## config.mk

```make
export PLATFORM = sky130hd
export DESIGN_NAME = amcfg_top
export DESIGN_NICKNAME = d
export VERILOG_FILES = /design/src/design/amcfg_pkg.sv /design/src/design/amcfg_top.sv /design/src/design/amcfg_nvm.sv
export VERILOG_INCLUDE_DIRS = /design/src /design/src/design
export SDC_FILE = /design/constraint.sdc
export NUM_CORES = 1
export LEC_CHECK = 0
export BUFFER_PORTS_ARGS = -buffer_cell sky130_fd_sc_hd__buf_2
export CORE_AREA = 5 5 104 106
export DETAILED_ROUTE_END_ITERATION = 8
export DIE_AREA = 0 0 109 111
export GPL_TIMING_DRIVEN = 0
export PLACE_DENSITY_LB_ADDON = 0.05
export SLEW_MARGIN = 30
export SYNTH_ARGS = -nofsm -noshare
export SYNTH_HDL_FRONTEND = slang
export SYNTH_SLANG_ARGS = --single-unit
```

## constraint.sdc

```tcl
create_clock -name pclk -period 2.9 [get_ports pclk]
set_input_delay 0 -clock pclk [delete_from_list [all_inputs] [get_ports pclk]]
set_output_delay 0 -clock pclk [all_outputs]
set_load 0.02 [all_outputs]
```

## src/design/amcfg_cfg.svh

```systemverilog
// Offsets, field positions, reset values and timing counts of the alarm config block
`ifndef AMCFG_CFG_SVH
`define AMCFG_CFG_SVH
`define AMC_A_POL 12'h000
`define AMC_A_POLICY 12'h004
`define AMC_A_STAT 12'h008
`define AMC_A_ISTAT 12'h00c
`define AMC_A_IMASK 12'h010
`define AMC_A_WARN 12'h014
`define AMC_IRQ_ALM 0
`define AMC_IRQ_WRN 1
`define AMC_IRQ_REJ 2
`define AMC_IRQ_SAVE 3
`define AMC_MP_NONE 2'h0
`define AMC_MP_ALM 2'h1
`define AMC_MP_ALL 2'h2
`define AMC_NVM_POL 1'h0
`define AMC_NVM_POLICY 1'h1
`define AMC_RST_POL 1'h0
`define AMC_RST_POLICY 2'h0
`define AMC_RST_WARN 8'h00
`define AMC_BOOT_CYC 2'h2
`endif

```

## src/design/amcfg_pkg.sv

```systemverilog
// Types shared by the alarm config block
package amcfg_pkg;
  typedef enum logic [1:0] {
    AMC_BOOT = 2'b00,
    AMC_LOAD = 2'b01,
    AMC_RUN = 2'b10
  } amcfg_st_t;

  typedef enum logic {
    AMC_MSG_ALARM = 1'b0,
    AMC_MSG_WARN = 1'b1
  } amcfg_kind_t;

  typedef struct packed {
    logic [1:0] pend;
    logic busy;
    logic wr_en;
    logic wr_addr;
    logic [1:0] wr_data;
    logic done;
  } amcfg_nvm_s_t;

  typedef struct packed {
    amcfg_st_t st;
    logic [1:0] boot_cnt;
    logic [2:0] nv_s1;
    logic [2:0] nv_s2;
    logic pol_act;
    logic pol_sav;
    logic [1:0] policy;
    logic [3:0] istat;
    logic [3:0] imask;
    logic pready;
    logic pslverr;
    logic [31:0] prdata;
    logic irq;
    logic alarm_out;
    logic msg_valid;
    amcfg_kind_t msg_kind;
    logic [7:0] msg_code;
    logic alm_pend;
    logic wrn_pend;
    logic [7:0] wrn_code;
    logic [7:0] last_wrn;
    logic sv_pol;
    logic sv_policy;
  } amcfg_top_s_t;
endpackage

```

## src/design/amcfg_top.sv

```systemverilog
// Alarm output polarity and alarm message policy configuration with APB access
`timescale 1ns/10ps
`include "amcfg_cfg.svh"

// Operation
// - A one-bit alarm_pin_polarity is kept, 0 normally open and 1 normally closed, starting at 0.
// - A written polarity changes the alarm output only after the next reset, the old one staying in force.
// - A polarity write is stored to non-volatile memory with no separate save command.
// - During an alarm the alarm output takes the state opposite its configured normal state.
// - A polarity query returns the active value together with the saved value for the next reset.
// - alarm_message_policy defaults to 0, and at 0 no unsolicited alarm or warning message is sent.
// - At policy 1 a message is sent for each detected alarm and none for warnings.
// - At policy 2 messages are sent for every alarm and for qualifying warnings.
// - A policy write takes effect at once and is stored to non-volatile memory automatically.
// - A warning message is sent only when the warning differs from the last one reported.
module amcfg_top (
  input wire logic pclk,
  input wire logic presetn,
  input wire logic psel,
  input wire logic penable,
  input wire logic pwrite,
  input wire logic [11:0] paddr,
  input wire logic [31:0] pwdata,
  output logic [31:0] prdata,
  output logic pready,
  output logic pslverr,
  output logic irq,
  input wire logic alarm_state_flag,
  input wire logic alarm_event,
  input wire logic warn_event,
  input wire logic [7:0] warn_code,
  output logic alarm_out,
  output logic msg_valid,
  output amcfg_pkg::amcfg_kind_t msg_kind,
  output logic [7:0] msg_code,
  input wire logic msg_ready,
  input wire logic nvm_saved_pol,
  input wire logic [1:0] nvm_saved_policy,
  output logic nvm_wr_en,
  output logic nvm_wr_addr,
  output logic [1:0] nvm_wr_data,
  input wire logic nvm_wr_done
);
  import amcfg_pkg::*;

  localparam logic [2:0] IDX_POL = 3'h0;
  localparam logic [2:0] IDX_POLICY = 3'h1;
  localparam logic [2:0] IDX_STAT = 3'h2;
  localparam logic [2:0] IDX_ISTAT = 3'h3;
  localparam logic [2:0] IDX_IMASK = 3'h4;
  localparam logic [2:0] IDX_WARN = 3'h5;
  localparam logic [2:0] IDX_NONE = 3'h7;

  amcfg_top_s_t r_ff;
  amcfg_top_s_t nxt_r;
  logic nvm_busy;
  logic nvm_done;

  // ****************************************
  // Address decode, shared by read and write
  // ****************************************
  function automatic logic [2:0] amc_dec(input logic [11:0] a);
    logic [2:0] idx;
    idx = IDX_NONE;
    case (a)
      `AMC_A_POL: idx = IDX_POL;
      `AMC_A_POLICY: idx = IDX_POLICY;
      `AMC_A_STAT: idx = IDX_STAT;
      `AMC_A_ISTAT: idx = IDX_ISTAT;
      `AMC_A_IMASK: idx = IDX_IMASK;
      `AMC_A_WARN: idx = IDX_WARN;
      default: idx = IDX_NONE;
    endcase
    return idx;
  endfunction

  // Range check on written parameter values
  function automatic logic amc_bad(input logic [2:0] idx, input logic [31:0] d);
    logic bad;
    bad = 1'b0;
    if (idx == IDX_POL) begin
      bad = (d > 32'h0000_0001);
    end else if (idx == IDX_POLICY) begin
      bad = (d > {30'h0, `AMC_MP_ALL});
    end
    return bad;
  endfunction

  // ****************************************
  // Non-volatile save sequencer
  // ****************************************
  amcfg_nvm u_nvm (
    .pclk(pclk),
    .presetn(presetn),
    .save_pol(r_ff.sv_pol),
    .save_policy(r_ff.sv_policy),
    .pol_val(r_ff.pol_sav),
    .policy_val(r_ff.policy),
    .nvm_wr_done(nvm_wr_done),
    .nvm_wr_en(nvm_wr_en),
    .nvm_wr_addr(nvm_wr_addr),
    .nvm_wr_data(nvm_wr_data),
    .busy(nvm_busy),
    .done(nvm_done)
  );

  // ****************************************
  // Next-state logic
  // ****************************************
  always_comb begin
    logic [2:0] idx;
    logic setup;
    logic wr_go;
    logic [3:0] set;
    logic [3:0] clr;
    logic take;
    idx = amc_dec(paddr);
    setup = psel && !penable;
    wr_go = psel && penable && r_ff.pready && pwrite;
    set = 4'h0;
    clr = 4'h0;
    take = 1'b0;
    nxt_r = r_ff;
    nxt_r.sv_pol = 1'b0;
    nxt_r.sv_policy = 1'b0;

    // Storage outputs come from another macro, so they are synchronised first
    nxt_r.nv_s1 = {nvm_saved_pol, nvm_saved_policy};
    nxt_r.nv_s2 = r_ff.nv_s1;

    // Boot: wait for the synchroniser, then adopt the stored values
    unique case (r_ff.st)
      AMC_BOOT: begin
        nxt_r.boot_cnt = r_ff.boot_cnt + 2'h1;
        if (r_ff.boot_cnt == `AMC_BOOT_CYC) begin
          nxt_r.st = AMC_LOAD;
        end
      end
      AMC_LOAD: begin
        nxt_r.pol_act = r_ff.nv_s2[2];
        nxt_r.pol_sav = r_ff.nv_s2[2];
        // A corrupt stored policy falls back to the default
        if (r_ff.nv_s2[1:0] > `AMC_MP_ALL) begin
          nxt_r.policy = `AMC_RST_POLICY;
        end else begin
          nxt_r.policy = r_ff.nv_s2[1:0];
        end
        nxt_r.st = AMC_RUN;
      end
      AMC_RUN: begin
        nxt_r.st = AMC_RUN;
      end
    endcase

    // ****************************************
    // APB slave: one-cycle access phase
    // ****************************************
    nxt_r.pready = setup;
    if (setup) begin
      nxt_r.pslverr = (idx == IDX_NONE) || (pwrite && amc_bad(idx, pwdata));
      nxt_r.prdata = 32'h0;
      if (!pwrite) begin
        unique case (idx)
          IDX_POL: nxt_r.prdata = {30'h0, r_ff.pol_sav, r_ff.pol_act};
          IDX_POLICY: nxt_r.prdata = {30'h0, r_ff.policy};
          IDX_STAT: nxt_r.prdata = {29'h0, nvm_busy, r_ff.msg_valid, alarm_state_flag};
          IDX_ISTAT: nxt_r.prdata = {28'h0, r_ff.istat};
          IDX_IMASK: nxt_r.prdata = {28'h0, r_ff.imask};
          IDX_WARN: nxt_r.prdata = {24'h0, r_ff.last_wrn};
          default: nxt_r.prdata = 32'h0;
        endcase
      end
    end else if (!(psel && penable)) begin
      nxt_r.pslverr = 1'b0;
    end

    if (wr_go && r_ff.st == AMC_RUN) begin
      if (amc_bad(idx, pwdata)) begin
        set[`AMC_IRQ_REJ] = 1'b1;
      end else begin
        unique case (idx)
          IDX_POL: begin
            // Only the saved copy moves; the active one waits for reset
            nxt_r.pol_sav = pwdata[0];
            nxt_r.sv_pol = 1'b1;
          end
          IDX_POLICY: begin
            nxt_r.policy = pwdata[1:0];
            nxt_r.sv_policy = 1'b1;
          end
          IDX_ISTAT: clr = pwdata[3:0];
          IDX_IMASK: nxt_r.imask = pwdata[3:0];
          default: nxt_r.imask = r_ff.imask;
        endcase
      end
    end

    // ****************************************
    // Alarm pin
    // ****************************************
    // Level 1 means contact closed; an alarm flips the normal state
    nxt_r.alarm_out = r_ff.pol_act ^ alarm_state_flag;

    // ****************************************
    // Automatic messages
    // ****************************************
    if (alarm_event && r_ff.policy != `AMC_MP_NONE) begin
      nxt_r.alm_pend = 1'b1;
    end
    if (warn_event && r_ff.policy == `AMC_MP_ALL && warn_code != r_ff.last_wrn) begin
      nxt_r.wrn_pend = 1'b1;
      nxt_r.wrn_code = warn_code;
      nxt_r.last_wrn = warn_code;
    end
    // Policy changes act at once on anything still queued
    if (r_ff.policy == `AMC_MP_NONE) begin
      nxt_r.alm_pend = 1'b0;
    end
    if (r_ff.policy != `AMC_MP_ALL) begin
      nxt_r.wrn_pend = 1'b0;
    end

    if (r_ff.msg_valid && msg_ready) begin
      nxt_r.msg_valid = 1'b0;
      if (r_ff.msg_kind == AMC_MSG_ALARM) begin
        set[`AMC_IRQ_ALM] = 1'b1;
      end else begin
        set[`AMC_IRQ_WRN] = 1'b1;
      end
    end
    take = !r_ff.msg_valid || msg_ready;
    // Alarms go ahead of warnings; a repeat alarm in the cycle one is sent stays pending for its own message
    if (take && r_ff.alm_pend && r_ff.policy != `AMC_MP_NONE) begin
      nxt_r.msg_valid = 1'b1;
      nxt_r.msg_kind = AMC_MSG_ALARM;
      nxt_r.msg_code = 8'h00;
      nxt_r.alm_pend = alarm_event;
    end else if (take && r_ff.wrn_pend && r_ff.policy == `AMC_MP_ALL) begin
      nxt_r.msg_valid = 1'b1;
      nxt_r.msg_kind = AMC_MSG_WARN;
      nxt_r.msg_code = r_ff.wrn_code;
      nxt_r.wrn_pend = nxt_r.wrn_pend && (nxt_r.wrn_code != r_ff.wrn_code);
    end

    // ****************************************
    // Interrupts: sticky, write one to clear, set wins
    // ****************************************
    set[`AMC_IRQ_SAVE] = nvm_done;
    nxt_r.istat = (r_ff.istat & ~clr) | set;
    nxt_r.irq = |(nxt_r.istat & nxt_r.imask);
  end

  always_ff @(posedge pclk or negedge presetn) begin
    if (!presetn) begin
      r_ff <= '0;
      r_ff.st <= AMC_BOOT;
      r_ff.pol_act <= `AMC_RST_POL;
      r_ff.pol_sav <= `AMC_RST_POL;
      r_ff.policy <= `AMC_RST_POLICY;
      r_ff.last_wrn <= `AMC_RST_WARN;
      r_ff.msg_kind <= AMC_MSG_ALARM;
    end else begin
      r_ff <= nxt_r;
    end
  end

  // ****************************************
  // Outputs, all straight from flip-flops
  // ****************************************
  assign prdata = r_ff.prdata;
  assign pready = r_ff.pready;
  assign pslverr = r_ff.pslverr;
  assign irq = r_ff.irq;
  assign alarm_out = r_ff.alarm_out;
  assign msg_valid = r_ff.msg_valid;
  assign msg_kind = r_ff.msg_kind;
  assign msg_code = r_ff.msg_code;
endmodule

```

## src/design/amcfg_nvm.sv

```systemverilog
// Save sequencer that writes parameters to non-volatile storage
`timescale 1ns/10ps
`include "amcfg_cfg.svh"
module amcfg_nvm (
  input wire logic pclk,
  input wire logic presetn,
  input wire logic save_pol,
  input wire logic save_policy,
  input wire logic pol_val,
  input wire logic [1:0] policy_val,
  input wire logic nvm_wr_done,
  output logic nvm_wr_en,
  output logic nvm_wr_addr,
  output logic [1:0] nvm_wr_data,
  output logic busy,
  output logic done
);
  import amcfg_pkg::*;

  amcfg_nvm_s_t r_ff;
  amcfg_nvm_s_t nxt_r;

  // ****************************************
  // Save sequencing
  // ****************************************
  always_comb begin
    nxt_r = r_ff;
    nxt_r.done = 1'b0;
    // A request landing while its own item is being retired stays pending
    if (r_ff.wr_en && nvm_wr_done) begin
      nxt_r.wr_en = 1'b0;
      nxt_r.done = 1'b1;
    end
    if (!r_ff.wr_en && r_ff.pend != 2'b00) begin
      nxt_r.wr_en = 1'b1;
      if (r_ff.pend[0]) begin
        nxt_r.wr_addr = `AMC_NVM_POL;
        nxt_r.wr_data = {1'b0, pol_val};
        nxt_r.pend[0] = 1'b0;
      end else begin
        nxt_r.wr_addr = `AMC_NVM_POLICY;
        nxt_r.wr_data = policy_val;
        nxt_r.pend[1] = 1'b0;
      end
    end
    if (save_pol) begin
      nxt_r.pend[0] = 1'b1;
    end
    if (save_policy) begin
      nxt_r.pend[1] = 1'b1;
    end
    nxt_r.busy = nxt_r.wr_en | (nxt_r.pend != 2'b00);
  end

  always_ff @(posedge pclk or negedge presetn) begin
    if (!presetn) begin
      r_ff <= '0;
    end else begin
      r_ff <= nxt_r;
    end
  end

  assign nvm_wr_en = r_ff.wr_en;
  assign nvm_wr_addr = r_ff.wr_addr;
  assign nvm_wr_data = r_ff.wr_data;
  assign busy = r_ff.busy;
  assign done = r_ff.done;
endmodule

```

After elaboration in Yosys (flattened, before gate mapping)
Index checks and enable logic that the tools add are counted.

operators by class
  $add $sub $neg = 1
  equal/unequal tests = 20
  multiplexer cells = 50
  $lt $le $gt $ge = 3
  reduce and logical (&&, ||, !) cells = 34
  bitwise gates (word level) = 6

operators by type and width
  kind                                                                   count
  8-bit case mux with 6 select lines                                     1
  32-bit by 1-bit > comparator with 1-bit output, second input constant  1
  32-bit by 2-bit > comparator with 1-bit output, second input constant  1
  32-bit two-way mux                                                     1
  4-bit two-way mux                                                      7
  1-bit two-way mux                                                      25
  12-bit by 4-bit == test with 1-bit output, second input constant       2
  12-bit by 5-bit == test with 1-bit output, second input constant       2
  10-bit two-way mux                                                     2
  3-bit case mux with 6 select lines                                     1
  1-bit logical AND                                                      17
  17-bit two-way mux                                                     1
  8-bit inequality test                                                  2
  2-bit two-way mux                                                      7
  12-bit by 3-bit == test with 1-bit output, second input constant       1
  12-bit zero test                                                       1
  3-bit two-way mux                                                      4
  3-bit == test, second input constant                                   3
  4-bit bitwise AND                                                      2
  2-bit nonzero test                                                     4
  2-bit == test, second input constant                                   3
  3-bit by 2-bit == test with 1-bit output, second input constant        2
  2-bit inequality test, second input constant                           3
  3-bit nonzero test                                                     2
  other kinds (15)                                                       19

storage, ports and cells
  output and inout bits = 50
  input bits = 65
  register bits after elaboration = 96

Depth between registers and ports, before layout
  depth in word-level cells = 13
  gate-level depth with buffers = 11
  mapped depth without buffers = 10

Modules after synthesis
From an unflattened synthesis, not the netlist that was laid out.

unflattened totals
  cell total of the unflattened synthesis = 328
  area total of the unflattened synthesis = 3668.5 µm²

by module, submodules not included
  module     cells an instance  seq. area each (µm²)  times used  area an instance (µm²)
  amcfg_top  299                1601.5                1           3345.7
  amcfg_nvm  29                 200.2                 1           322.8

Worst setup path after synthesis
No wires, ideal clock.

  path kind = input port to flip-flop
  start point = input port paddr[7]
  end point = register r_ff (netlist bit irq)
  stages = 11
  arrival = 2394 ps
  path slack = 416 ps
  path buffers = 1
  required time = 2810 ps
  cell sequence = nor4_4 -> and3_1 -> nand3b_1 -> ha_1 -> nor3b_1 -> nand4_1 -> or3_1 -> clkbuf_1 -> mux2_1 -> or3b_1 -> o2111ai_1

RTL lines
  element               line              RTL
  start, declared       amcfg_top.sv:22   input wire logic [11:0] paddr,
  end signal, assigned  amcfg_top.sv:263  r_ff <= nxt_r;
  end, declared         amcfg_top.sv:54   amcfg_top_s_t r_ff;

==> results.cfg <==
[outcome]
status = finished, final reports clean

[timing]
fin_crit_sh_pct = 92.7
min_period_ns = 2.69
hold_viol = 0
slew_viol_final = 0
worst_pin_slew_ns = 0.699
max_freq_mhz = 372
setup_tns_ns = 0
hold_slack_ns = 0.0815
skew_ns = 0.0122
setup-violations-final = 0
slew-limit-headroom_pct = 53.4
rsz0062_at_grt = no

[yosys]
yosysTopAreaCell = dfrtp_1
synth_area_sq_um = 3710
synth_top_area_share_pct = 48.5
synth_edf_count = 0
async_flop_share_pct = 100
synth-adder-area-share_pct = 1.68
ys_types = 49
ys_top_cells_by_area = dfrtp_1, buf_4, mux2_2
synth_most_common_cell = dfrtp_1
syn-instance-count = 348
ys_seq_elements = 72
synth_flop_cell = dfrtp_1
muxShareOfSynthArea_pct = 7.75
ys_seq_area_share_pct = 48.5
synth_compound_area_share_pct = 12.3
yosys-top-cells-count = dfrtp_1, buf_4, nand2_1
synth_simple_gate_area_share_pct = 14.5
synth_top_family_by_area = simple AND/OR/NAND/NOR gates
synth_xor_area_share_pct = 4.25
yosysWarningCount = 0
avgSynthCellArea_sq_um = 10.7

[critical_path]
reg2reg_slack_ns = 0.57
worstPathRequired_ns = 3.16
worst_r2r_path_depth = 9
start_kind = input pin
cp_top_family = simple AND/OR/NAND/NOR gates
crit_buf_inv = 2
cpMaxStageDelayCell = nor4_4
worstSetupStartpoint = paddr[7]
path_cells = buf_2 -> nor4_4 -> and3_1 -> nand3b_1 -> ha_1 -> nor3b_1 -> nand4_1 -> or3_1 -> clkbuf_1 -> mux2_1 -> or3b_1 -> o2111ai_1
timing.rr.start = r_ff[86]
worstSetupEndpoint = irq
path_class = input pin to flip-flop
worst_setup_path_end_kind = flip-flop
r2r-end = irq
cp.depth = 12
critPathMaxStageDelay_ns = 0.41
arrival_ns = 2.95
cp_max_fo = 6

[clock_network]
htree_levels = 3
clockBufferDepth = 2
cts_made_buffers = 9
worstSkewPairLatency_ns = 0.35
cts_resized = 0
clkTransAtPathRegs_ns = 0.08
cts_tree = done
cts.sinks = 72
clockRootBuffer = clkbuf_8

[global_route]
top_usage_layer = met2
grt_util_met2_pct = 24.0
overflow = 0
grt_max_degree = 50
grt_pass1_wl_mm = 14.5
grt_pass1_vias = 2976
use_met3_pct = 3.26
antenna_found_initial = 0
use_met1_pct = 20.6
grtUsageTotal_pct = 15.2

[finish]
area_delta_synth_final_pct = 31.4
layout.nets = 563
regArea_sq_um = 1800
multi_input_area_sq_um = 1590
diodes = 0
drive_gt1_share_pct = 35.5
instances_no_fill = 631
stdcell_area_sq_um = 4880
filler_cell_count = 911

[power_and_ir_drop]
p_per_area_nw_per_um2 = 503
irDropWorstVdd_v = 0.000276
finalPower_mw = 2.45
leakage_nw = 2.49

[detailed_routing]
antenna_left = 0
via_per_inst = 4.65
vias = 2934
drcViolationCount = 0
drt_iter0_drc = 90
first_pass_iters = 4
wl_per_cell_um = 14.1
routed_wl_mm = 8.92

[placed_design]
place_area_sq_um = 4440
dpl.cell_count = 594
gp_congestion = 0.848
dp_hpwl_mm = 6.86
portBuffers = 89

[die]
rows = 36
ioPinCount = 115
die_h_um = 111
floorplan.initialDensity_pct = 38.3
core_sq_um = 9680
die_x_um = 109
dieArea_sq_um = 12100

[job]
cap_violations = 0

[worst_hold_path]
hold_path.class = input pin to flip-flop
-- sequential cells by signal, indices dropped and copies added (netlist names), 2 cells and up --
register and count:
msg_code 8, nxt_r 3, r_ff 39, u_nvm.r_ff 2, u_nvm.nvm_wr_data 2, prdata 8
-- how the worst min path moves through the flow --
stage                                    from   endpoint  slack [ns]  cells after the start
after detailed placement              presetn   r_ff[85]       -0.07                      1
final                               pwdata[2]   r_ff[68]        0.08                      5
after CTS                           pwdata[2]   r_ff[68]        0.06                      5
after floorplan                       presetn  alarm_out       -0.30                      0
after global placement    nvm_saved_policy[0]  nxt_r[78]        0.11                      1
after global routing                pwdata[2]   r_ff[68]        0.11                      5
-- layout by cell type, fill, tap and decap left out, types with 4 or more instances in the layout --
master,netlist,routed
buf_2,1,89
dfrtp_1,72,72
buf_4,43,44
conb_1,1,24
nand2_1,23,23
dlygate4sd3_1,0,21
xor2_1,18,18
mux2_2,18,18
inv_1,16,16
o21ai_0,16,16
a21oi_1,14,14
nor2_1,13,13
a22o_1,12,12
nor4_1,11,11
clkbuf_8,0,10
nor2b_1,8,8
nand3b_1,5,5
nand4_1,5,5
clkbuf_1,5,5
ha_1,5,5
mux2_1,4,4
and2_1,4,4
o21a_1,4,4
a31oi_1,4,4
a21o_1,4,4
a22oi_1,4,4
-- metal layers --
layer  wire length [um]  vias up
li1                   -     1457
met1               4180     1368
met2               4080      101
met3                577        8
met4                 90        0
met5                  0        -
-- per-stage QoR --
| step | utilization (%) | setup WS [ns] |
|---|---|---|
| finish | 50.4 | 0.212 |
| global route | 50.4 | 0.0587 |
| CTS | 50.4 | 0.246 |
| detailed placement | 45.9 | -0.0949 |
| global placement | 45.6 | -0.150 |
| floorplan | - | 0.416 |
-- cell families (layout without fill, tap and decap cells) --
logic type / after synthesis / count (layout)
buf+inv: 65 / 192
compound gates: 69 / 69
xor+xnor: 18 / 18
fa+ha+maj: 5 / 5
flops: 72 / 72
simple gates: 93 / 93
mux: 25 / 25
other cells: 1 / 24
-- worst reg2reg max path: stages (launching register included) --
cell and delay [ns]:
dfrtp_1 0.40, inv_1 0.09, ha_1 0.16, and4_1 0.24, nand2_1 0.07, or3_1 0.34, clkbuf_1 0.17, mux2_1 0.24
or3b_1 0.40, o2111ai_1 0.13
-- report_power, final --
part / internal (mW) / switching [mW]
clock network: 0.511 / 0.396
registers: 1.08 / 0.0725
logic: 0.198 / 0.191
total: 1.79 / 0.659
-- cell type report --
type / count / area share (%)
Sequential cell: 72 / 36.9
Buffer: 49 / 7.10
Tap cell: 133 / 3.41
Multi-Input combinational cell: 234 / 32.6
Clock buffer: 10 / 2.82
Timing Repair Buffer: 111 / 14.1
Inverter: 16 / 1.23
Clock inverter: 6 / 1.85
-- repair_timing --
| item | 4_1_cts | 5_1_grt |
|---|---|---|
| endpoints found under the hold margin | 105 | 0 |
| hold buffers | 21 | 0 |
| buffers inserted | 0 | 0 |
(Power assumes the default switching activity.)
